File: src/include/coal_pkg.sv
// Constants and types shared by the notification coalescer
package coal_pkg;

  // ---------------------------------------------------------------
  // Sizes
  // ---------------------------------------------------------------
  localparam int NUM_QUEUES = 4;       // Even index receive, odd index transmit
  localparam int ADDR_W     = 8;
  localparam int DATA_W     = 32;
  localparam int VQ_W       = 16;
  localparam int CODE_W     = 8;
  localparam int DIV_W      = 16;

  // ---------------------------------------------------------------
  // Register byte offsets
  // ---------------------------------------------------------------
  localparam logic [ADDR_W-1:0] CMD_OFF    = 8'h00;
  localparam logic [ADDR_W-1:0] VQ_OFF     = 8'h04;
  localparam logic [ADDR_W-1:0] PKTS_OFF   = 8'h08;
  localparam logic [ADDR_W-1:0] USECS_OFF  = 8'h0C;
  localparam logic [ADDR_W-1:0] STATUS_OFF = 8'h10;
  localparam logic [ADDR_W-1:0] DIV_OFF    = 8'h14;
  localparam logic [ADDR_W-1:0] QSTATE_OFF = 8'h18;

  // ---------------------------------------------------------------
  // Field positions
  // ---------------------------------------------------------------
  localparam int CMD_CLASS_LSB = 0;
  localparam int CMD_SUB_LSB   = 8;
  localparam int VQ_IDX_LSB    = 0;
  localparam int STAT_ERR_BIT  = 0;
  localparam int STAT_DONE_BIT = 1;
  localparam int QST_ACT_LSB   = 0;
  localparam int QST_PEND_LSB  = 8;

  // ---------------------------------------------------------------
  // Command codes
  // ---------------------------------------------------------------
  localparam logic [CODE_W-1:0] CLASS_COAL = 8'h06;
  localparam logic [CODE_W-1:0] SUB_TX_ALL = 8'h00;
  localparam logic [CODE_W-1:0] SUB_RX_ALL = 8'h01;
  localparam logic [CODE_W-1:0] SUB_VQ_SET = 8'h02;
  localparam logic [CODE_W-1:0] SUB_VQ_GET = 8'h03;

  // ---------------------------------------------------------------
  // Reset values and timing
  // ---------------------------------------------------------------
  localparam logic [DATA_W-1:0] PARAM_RESET   = 32'h0000_0000;
  localparam logic [DATA_W-1:0] COUNT_ONE     = 32'h0000_0001;
  localparam int                CLK_PERIOD_NS = 5;
  localparam int                USEC_NS       = 1000;
  localparam int                TICK_CYCLES   = USEC_NS / CLK_PERIOD_NS;
  localparam logic [DIV_W-1:0]  DIV_RESET     = DIV_W'(TICK_CYCLES);
  localparam logic [DIV_W-1:0]  DIV_ONE       = 16'h0001;

  // Per-queue counting state
  typedef enum logic {Q_IDLE, Q_COUNT} q_state_e;

endpackage : coal_pkg

File: src/hw/notification_coalescer.sv
// Per-queue notification coalescer with control-command register port
//
// Behaviour
// (RULE1) Decode class 6, subcommands zero to three
// (RULE2) Index is low 16 bits; reserved ignored
// (RULE3) Limits are 32-bit usecs and packets
// (RULE4) Class-wide set loads one direction only
// (RULE5) Per-queue set updates, get returns pair
// (RULE6) Latest written pair wins per queue
// (RULE7) Get fills the pair registers
// (RULE8) Notify once condition holds, unless suppressed
// (RULE9) Nonzero limits: first packet starts counting
// (RULE10) Met at usec limit or packet limit
// (RULE11) After met, idle until next packet
// (RULE12) Any zero limit: notify every packet
// (RULE13) Parameter change re-checks against live counts
// (RULE14) Unappliable set answers with error
// (RULE15) Bad or disabled index answers error
// (RULE16) Transmit re-enable reloads transmit-all pair
// (RULE17) Receive re-enable reloads receive-all pair
// (RULE18) Timing is best effort, tick granular
// (RULE19) Suppressed queues hold notification pending
// (RULE20) Reset clears every limit to zero
// (RULE21) Driver negotiates features before commands
// (RULE22) Driver names only enabled queues
// (RULE23) Driver drops pair on error answer
// (RULE24) Microsecond tick from programmable divider
//
// Design decisions made here: the address map and the strobed register port.
module notification_coalescer
(
  // Clock, reset, enable
  input  wire logic                          clk,
  input  wire logic                          reset,
  input  wire logic                          ce,
  // Register port
  input  wire logic [coal_pkg::ADDR_W-1:0]   addr,
  input  wire logic [coal_pkg::DATA_W-1:0]   wr_data,
  input  wire logic                          wr_en,
  input  wire logic                          rd_en,
  output logic      [coal_pkg::DATA_W-1:0]   rd_data,
  // Queue side
  input  wire logic [coal_pkg::NUM_QUEUES-1:0] q_enable,
  input  wire logic [coal_pkg::NUM_QUEUES-1:0] pkt_done,
  input  wire logic [coal_pkg::NUM_QUEUES-1:0] notify_suppressed,
  output logic      [coal_pkg::NUM_QUEUES-1:0] used_notify
);

  import coal_pkg::*;

  // ---------------------------------------------------------------
  // Register storage
  // ---------------------------------------------------------------
  logic [CODE_W-1:0] sub_q;
  logic [CODE_W-1:0] class_q;
  logic [DATA_W-1:0] vq_q;
  logic [DATA_W-1:0] pkts_q;
  logic [DATA_W-1:0] usecs_q;
  logic              err_q;
  logic              done_q;
  logic [DIV_W-1:0]  div_q;
  logic [DATA_W-1:0] tx_all_pkts_q;
  logic [DATA_W-1:0] tx_all_usecs_q;
  logic [DATA_W-1:0] rx_all_pkts_q;
  logic [DATA_W-1:0] rx_all_usecs_q;

  // Per-queue state
  logic [DATA_W-1:0] plim_q [NUM_QUEUES];
  logic [DATA_W-1:0] ulim_q [NUM_QUEUES];
  logic [NUM_QUEUES-1:0] active;
  logic [NUM_QUEUES-1:0] pending;

  // Decode signals
  logic              cmd_go;
  logic [CODE_W-1:0] cmd_class;
  logic [CODE_W-1:0] cmd_sub;
  logic [VQ_W-1:0]   vq_idx;
  logic              idx_ok;
  logic              do_tx_all;
  logic              do_rx_all;
  logic              do_vq_set;
  logic              do_vq_get;
  logic              cmd_err;
  logic [DATA_W-1:0] sel_plim;
  logic [DATA_W-1:0] sel_ulim;

  // Microsecond tick
  logic [DIV_W-1:0]  div_cnt_q;
  logic              tick;

  // ---------------------------------------------------------------
  // Command decode
  // ---------------------------------------------------------------

  // Writing the command word launches the command
  assign cmd_go    = ce && wr_en && (addr == CMD_OFF);
  assign cmd_class = wr_data[CMD_CLASS_LSB +: CODE_W];
  assign cmd_sub   = wr_data[CMD_SUB_LSB +: CODE_W];

  // (RULE2) low half only
  assign vq_idx = vq_q[VQ_IDX_LSB +: VQ_W];

  // (RULE15) index must name an enabled queue
  always_comb
  begin
    idx_ok   = 1'b0;
    sel_plim = PARAM_RESET;
    sel_ulim = PARAM_RESET;
    for (int i = 0; i < NUM_QUEUES; i++)
    begin
      if (vq_idx == VQ_W'(i) && q_enable[i])
      begin
        idx_ok   = 1'b1;
        sel_plim = plim_q[i];
        sel_ulim = ulim_q[i];
      end
    end
  end

  // (RULE1) class and subcommand decode
  assign do_tx_all = cmd_go && cmd_class == CLASS_COAL && cmd_sub == SUB_TX_ALL;
  assign do_rx_all = cmd_go && cmd_class == CLASS_COAL && cmd_sub == SUB_RX_ALL;
  assign do_vq_set = cmd_go && cmd_class == CLASS_COAL && cmd_sub == SUB_VQ_SET && idx_ok;
  assign do_vq_get = cmd_go && cmd_class == CLASS_COAL && cmd_sub == SUB_VQ_GET && idx_ok;

  // (RULE14) anything not applied answers error
  assign cmd_err = cmd_go && !(do_tx_all || do_rx_all || do_vq_set || do_vq_get);

  // ---------------------------------------------------------------
  // Register writes
  // ---------------------------------------------------------------

  // Last command word, kept for read-back
  always_ff @(posedge clk or posedge reset)
  begin
    if (reset)
    begin
      class_q <= '0;
      sub_q   <= '0;
    end
    else if (cmd_go)
    begin
      class_q <= cmd_class;
      sub_q   <= cmd_sub;
    end
  end

  // Index word, reserved half stored and only read back
  always_ff @(posedge clk or posedge reset)
  begin
    if (reset)
      vq_q <= '0;
    else if (ce && wr_en && addr == VQ_OFF)
      vq_q <= wr_data;
  end

  // (RULE7) parameter pair, filled by a get
  always_ff @(posedge clk or posedge reset)
  begin
    if (reset)
    begin
      pkts_q  <= PARAM_RESET;
      usecs_q <= PARAM_RESET;
    end
    else if (do_vq_get)
    begin
      pkts_q  <= sel_plim;
      usecs_q <= sel_ulim;
    end
    else if (ce && wr_en && addr == PKTS_OFF)
      pkts_q <= wr_data;
    else if (ce && wr_en && addr == USECS_OFF)
      usecs_q <= wr_data;
  end

  // (RULE14) completion status of the last command
  always_ff @(posedge clk or posedge reset)
  begin
    if (reset)
    begin
      err_q  <= 1'b0;
      done_q <= 1'b0;
    end
    else if (cmd_go)
    begin
      err_q  <= cmd_err;
      done_q <= 1'b1;
    end
  end

  // Class-wide pairs kept for queue re-enable
  always_ff @(posedge clk or posedge reset)
  begin
    if (reset)
    begin
      tx_all_pkts_q  <= PARAM_RESET;
      tx_all_usecs_q <= PARAM_RESET;
      rx_all_pkts_q  <= PARAM_RESET;
      rx_all_usecs_q <= PARAM_RESET;
    end
    else if (do_tx_all)
    begin
      tx_all_pkts_q  <= pkts_q;
      tx_all_usecs_q <= usecs_q;
    end
    else if (do_rx_all)
    begin
      rx_all_pkts_q  <= pkts_q;
      rx_all_usecs_q <= usecs_q;
    end
  end

  // ---------------------------------------------------------------
  // Microsecond tick
  // ---------------------------------------------------------------

  // Divider value, zero treated as one
  always_ff @(posedge clk or posedge reset)
  begin
    if (reset)
      div_q <= DIV_RESET;
    else if (ce && wr_en && addr == DIV_OFF)
      div_q <= wr_data[DIV_W-1:0];
  end

  // (RULE24) one pulse every div_q cycles
  always_ff @(posedge clk or posedge reset)
  begin
    if (reset)
      div_cnt_q <= '0;
    else if (ce)
    begin
      if (tick)
        div_cnt_q <= '0;
      else
        div_cnt_q <= div_cnt_q + DIV_ONE;
    end
  end

  // (RULE18) best effort, tick granular
  assign tick = ce && (div_cnt_q + DIV_ONE >= div_q);

  // ---------------------------------------------------------------
  // Per-queue coalescing
  // ---------------------------------------------------------------
  for (genvar g = 0; g < NUM_QUEUES; g++)
  begin : g_queue
    localparam bit IS_TX = (g % 2) == 1;

    logic              en_q;
    logic              load;
    logic              reload;
    logic [DATA_W-1:0] pkt_cnt_q;
    logic [DATA_W-1:0] usec_cnt_q;
    q_state_e          state_q;
    logic              zero_lim;
    logic              met;

    // (RULE4) class-wide set, this direction only
    // (RULE5) per-queue set hits the selected queue
    assign load = (IS_TX ? do_tx_all : do_rx_all)
                  || (do_vq_set && vq_idx == VQ_W'(g));

    // (RULE16) (RULE17) reload on enable rising
    assign reload = ce && q_enable[g] && !en_q;

    // Enable history for edge detect
    always_ff @(posedge clk or posedge reset)
    begin
      if (reset)
        en_q <= 1'b0;
      else if (ce)
        en_q <= q_enable[g];
    end

    // (RULE6) most recent write wins
    // (RULE20) limits reset to zero
    always_ff @(posedge clk or posedge reset)
    begin
      if (reset)
      begin
        plim_q[g] <= PARAM_RESET;
        ulim_q[g] <= PARAM_RESET;
      end
      else if (load)
      begin
        plim_q[g] <= pkts_q;
        ulim_q[g] <= usecs_q;
      end
      else if (reload)
      begin
        plim_q[g] <= IS_TX ? tx_all_pkts_q : rx_all_pkts_q;
        ulim_q[g] <= IS_TX ? tx_all_usecs_q : rx_all_usecs_q;
      end
    end

    // (RULE3) both limits compared as 32-bit counts
    assign zero_lim = (plim_q[g] == PARAM_RESET) || (ulim_q[g] == PARAM_RESET);

    // (RULE10) (RULE13) checked every cycle against live limits
    assign met = (state_q == Q_COUNT)
                 && (zero_lim || pkt_cnt_q >= plim_q[g] || usec_cnt_q >= ulim_q[g]);

    // (RULE9) (RULE11) (RULE12) counting state machine
    always_ff @(posedge clk or posedge reset)
    begin
      if (reset)
      begin
        state_q    <= Q_IDLE;
        pkt_cnt_q  <= PARAM_RESET;
        usec_cnt_q <= PARAM_RESET;
      end
      else if (ce)
      begin
        if (!q_enable[g])
        begin
          state_q    <= Q_IDLE;
          pkt_cnt_q  <= PARAM_RESET;
          usec_cnt_q <= PARAM_RESET;
        end
        else
        begin
          case (state_q)
            Q_IDLE:
            begin
              if (pkt_done[g] && !zero_lim)
              begin
                state_q    <= Q_COUNT;
                pkt_cnt_q  <= COUNT_ONE;
                usec_cnt_q <= PARAM_RESET;
              end
            end
            Q_COUNT:
            begin
              if (met)
                state_q <= Q_IDLE;
              else
              begin
                if (pkt_done[g])
                  pkt_cnt_q <= pkt_cnt_q + COUNT_ONE;
                if (tick)
                  usec_cnt_q <= usec_cnt_q + COUNT_ONE;
              end
            end
            default:
              state_q <= Q_IDLE;
          endcase
        end
      end
    end

    // (RULE19) condition held while suppressed, new event wins
    always_ff @(posedge clk or posedge reset)
    begin
      if (reset)
        pending[g] <= 1'b0;
      else if (ce)
      begin
        if (!q_enable[g])
          pending[g] <= 1'b0;
        else if (met || (pkt_done[g] && zero_lim))
          pending[g] <= 1'b1;
        else if (!notify_suppressed[g])
          pending[g] <= 1'b0;
      end
    end

    // (RULE8) one-cycle notification when allowed
    always_ff @(posedge clk or posedge reset)
    begin
      if (reset)
        used_notify[g] <= 1'b0;
      else if (ce)
        used_notify[g] <= pending[g] && q_enable[g] && !notify_suppressed[g];
    end

    assign active[g] = (state_q == Q_COUNT);
  end

  // ---------------------------------------------------------------
  // Register reads
  // ---------------------------------------------------------------

  // Read data registered, unmapped reads give zero
  always_ff @(posedge clk or posedge reset)
  begin
    if (reset)
      rd_data <= '0;
    else if (ce)
    begin
      rd_data <= '0;
      if (rd_en)
      begin
        case (addr)
          CMD_OFF:
          begin
            rd_data[CMD_CLASS_LSB +: CODE_W] <= class_q;
            rd_data[CMD_SUB_LSB +: CODE_W]   <= sub_q;
          end
          VQ_OFF:     rd_data <= vq_q;
          PKTS_OFF:   rd_data <= pkts_q;
          USECS_OFF:  rd_data <= usecs_q;
          STATUS_OFF:
          begin
            rd_data[STAT_ERR_BIT]  <= err_q;
            rd_data[STAT_DONE_BIT] <= done_q;
          end
          DIV_OFF:    rd_data[DIV_W-1:0] <= div_q;
          QSTATE_OFF:
          begin
            rd_data[QST_ACT_LSB +: NUM_QUEUES]  <= active;
            rd_data[QST_PEND_LSB +: NUM_QUEUES] <= pending;
          end
          default:    rd_data <= '0;
        endcase
      end
    end
  end

endmodule : notification_coalescer

File: config.mk
export PLATFORM = sky130hd
export DESIGN_NAME = notification_coalescer
export DESIGN_NICKNAME = d
export VERILOG_FILES = /design/src/include/coal_pkg.sv /design/src/hw/notification_coalescer.sv
export SDC_FILE = /design/constraint.sdc
export NUM_CORES = 2
export LEC_CHECK = 0
export ABC_AREA = 1
export BUFFER_PORTS_ARGS = -buffer_cell sky130_fd_sc_hd__buf_4
export CORE_MARGIN = 5
export CORE_UTILIZATION = 40
export CTS_BUF_LIST = sky130_fd_sc_hd__clkbuf_4
export CTS_CLUSTER_DIAMETER = 30
export CTS_CLUSTER_SIZE = 14
export DETAILED_ROUTE_END_ITERATION = 8
export HOLD_SLACK_MARGIN = 0.05
export PLACE_DENSITY = 0.53
export SKIP_LAST_GASP = 1
export SLEW_MARGIN = 20
export SYNTH_ARGS = -nofsm -noshare
export SYNTH_HDL_FRONTEND = slang
export SYNTH_SLANG_ARGS = --single-unit
File: constraint.sdc
create_clock -name clk -period 66.7 [get_ports clk]
set_input_delay 6.67 -clock clk [delete_from_list [all_inputs] [get_ports clk]]
set_output_delay 6.67 -clock clk [all_outputs]
set_load 0.02 [all_outputs]
==> results.json <==
{
  "rows": 135,
  "min-delay-start": "pending[2]$_DFFE_PP0P_",
  "detailedPlace.worstSlack_ps": 56040,
  "grt_antenna_before_repair": 13,
  "clock_sinks": 834,
  "worstPathArrival_ps": 10520,
  "p_leak_nw": 27.8,
  "netlist.top_cell.by_area": "dfrtp_1",
  "start_util_pct": 40.2,
  "post_cts_buffers": 0,
  "syn-cell-area_mm2": 0.0543,
  "netlist-cell-type-count": 50,
  "ys_dominant_reg_cell": "dfrtp_1",
  "worst_reg_to_reg_cells": 23,
  "critical_path_peak_fanout": 88,
  "place.gp.congestion": 0.928,
  "outcome": "complete, no violations",
  "final-setup-viol-count": 0,
  "regToRegSetupSlack_ps": 61440,
  "grt_pass1_vias": 51900,
  "synth_enable_flop_cells": 0,
  "cts-resized-gates": 0,
  "post-route-period-util_pct": 14.0,
  "seq_area_frac_synth_pct": 38.4,
  "fmax_mhz": 107,
  "avgSynthCellArea_um2": 7.01,
  "area_growth_syn_to_layout_pct": 11.6,
  "synth-seq-cells": 834,
  "hold_end": "pending[2]$_DFFE_PP0P_",
  "buffer_ports.inserted": 92,
  "tightest_slew_ps": 1220,
  "ctsRootBufferMaster": "clkbuf_4",
  "clkLatencyLatePin_ps": 1310,
  "final_critical_path_setup_slack_ps": 57360,
  "criticalPathCategory": "in2reg",
  "via_count": 55400,
  "synthCells": 7744,
  "die_y_um": 378,
  "grt_first_pass_wirelength_mm": 339,
  "layout-drive-gt1-share_pct": 8.25,
  "num_io_pins": 93,
  "share_of_synthesized_flip_flops_with_an_asynchronous_set_or_reset_pct": 100,
  "cts_max_path_buffers": 3,
  "synthDominantCellAreaShare_pct": 38.3,
  "synth_top_cells_by_area": "dfrtp_1 38%, nand2_1 14%, nand3_1 8.1%",
  "post_dp_cell_area_mm2": 0.0563,
  "synth.most_common_cell": "nand2_1",
  "hpwl_mm": 158,
  "startpoint_type": "primary input",
  "grt_setup_unrepaired": "false",
  "cts.htree.levels": 4,
  "critical_path.reg2reg.startpoint": "div_cnt_q[0]$_DFFE_PP0P_",
  "summed_area_of_non_filler_cells_in_the_final_layout_mm2": 0.0606,
  "drt_wl_total_mm": 227,
  "remaining_global_route_overflow": 0,
  "grt_start_max_net_pins": 225,
  "floorplan.die.width_um": 378,
  "finClkSkew_ps": 107,
  "postCtsHoldBufs": 0,
  "max_slew_margin_pct": 19.0,
  "holdCritPathClass": "reg2reg",
  "timing.rr.end": "g_queue[0].usec_cnt_q[14]$_DFFE_PP0P_",
  "tns_ps": 0,
  "clk_pin_slew_worst_paths_ps": 60,
  "power.density_cell_area_mw_per_mm2": 20.9,
  "cp_data_required_time_ps": 67880,
  "report.final.slew_viol_count": 0,
  "drc": 0,
  "finish.net_count": 8078,
  "postSynthNetCount": 8082,
  "crit_path_end_kind": "flop",
  "worst_hold_path.num_cells": 2,
  "cts_tree": "done",
  "design.die.area_mm2": 0.143,
  "detail_route.vias_per_cell": 5.68,
  "detail_route.wl_per_cell_um": 23.3,
  "top_cells_by_count_synth": "2060 x nand2_1, 922 x nor2_1, 884 x nand3_1",
  "min_period_ps": 9340,
  "synthesis_warning_total": 0,
  "route.antenna.remaining_nets": 0,
  "timing.final.hold_violations": 0,
  "timing.max_cap.violations": 0,
  "irDropWorstVdd_mv": 0.0167,
  "core_region_area_mm2": 0.135,
  "drt_pre_antenna_iters": 7,
  "first_iter_violations": 5848,
  "cts_inserted_buffers": 238,
  "globalRouteTotalUtil_pct": 31.1
}
-- cells by family (layout without fill, tap and decap cells) --
kind of cell / Yosys count / in the layout / synth area share, %
buffers and inverters: 1182 / 1391 / 8.45
other: 0 / 18 / 0
XOR/XNOR: 191 / 191 / 3.08
AND/OR/NAND/NOR: 4565 / 4565 / 36.6
multiplexers: 16 / 16 / 0.332
flip-flops: 834 / 834 / 38.4
adder cells (fa/ha/maj): 281 / 281 / 6.47
AO/OA/AOI/OAI: 675 / 675 / 6.62
-- registers in the layout (all words and copies together), names as in the netlist, 8 cells and up --
signal / flops
rx_all_usecs_q: 32
rd_data: 32
g_queue.pkt_cnt_q: 128
div_q: 16
ulim_q: 128
g_queue.usec_cnt_q: 128
pkts_q: 32
sub_q: 8
tx_all_usecs_q: 32
plim_q: 128
tx_all_pkts_q: 32
vq_q: 32
rx_all_pkts_q: 32
usecs_q: 32
div_cnt_q: 16
class_q: 8
-- layer usage --
layer | vias up | share of wire, % | track usage (%)
li1 | 25700 | - | -
met1 | 26500 | 42 | 41.8
met2 | 2588 | 42 | 45.8
met3 | 528 | 9.5 | 7.98
met4 | 6 | 6.2 | 17.0
met5 | - | 0.015 | 0
-- cells in the final DEF (no fill, tap or decap), drive strengths merged, types with 9 or more instances in the layout --
cell type / instances
diode: 18
xnor2: 85
buf: 165
nor3b: 10
a21oi: 194
o22ai: 57
clkinv: 108
o21ai: 370
nand4: 455
dfrtp: 831
mux2: 16
a211oi: 13
xor2: 106
a21o: 9
nand2: 2067
nand3b: 16
nor4: 57
inv: 779
ha: 281
nand3: 884
clkbuf: 264
bufinv: 48
o21a: 17
clkinvlp: 27
nor2: 925
nor3: 142
-- layout make-up --
cell class              instances  area [µm²]
multi-input cells            5728       29100
inverters                     773        2910
diodes                         18        45.0
flip-flops and latches        834       20900
repair buffers                165        1300
clock buffers                 264        1980
well taps                    1781        2230
clock inverters               189        2230
fillers                     14100       74500
-- per-stage QoR --
stage	utilization, %	power (mW)	cells	hold WS (ps)
detailed placement	41.7	0.605	9281	459
finish	44.9	1.26	9752	471
global route	44.8	1.31	9744	502
CTS	44.8	1.27	9734	472
global placement	41.7	0.605	9280	456
floorplan	-	0.568	7744	440
-- worst max path at each step --
stage                     slack, ps        start  depth (start not counted)                       endpoint
final                         57360  wr_data[12]                         11          ulim_q[3]$_DFFE_PP0P_
after global placement        56050        reset                          6  rx_all_pkts_q[20]$_DFFE_PP0P_
after floorplan               36610        reset                          1         class_q[0]$_DFFE_PP0P_
after CTS                     57370        reset                          6         pkts_q[25]$_DFFE_PP0P_
after global routing          56890        reset                          6         plim_q[20]$_DFFE_PP0P_
after detailed placement      56040        reset                          6  rx_all_pkts_q[20]$_DFFE_PP0P_
-- critical path, cell delays in order --
cell,delay (ps)
buf_4,140
inv_1,90
nand4_1,250
or2_2,400
nor3_1,480
nand2_4,520
buf_12,430
nand2_2,450
buf_4,710
nand2_1,110
nand3_1,110
-- power by group --
part	switching (mW)	leakage (nW)	internal [mW]
registers	0.00616	11.3	0.510
logic	0.0660	14.2	0.0140
clock network	0.280	2.25	0.389
Note: power is estimated with default switching activity, not from simulation.
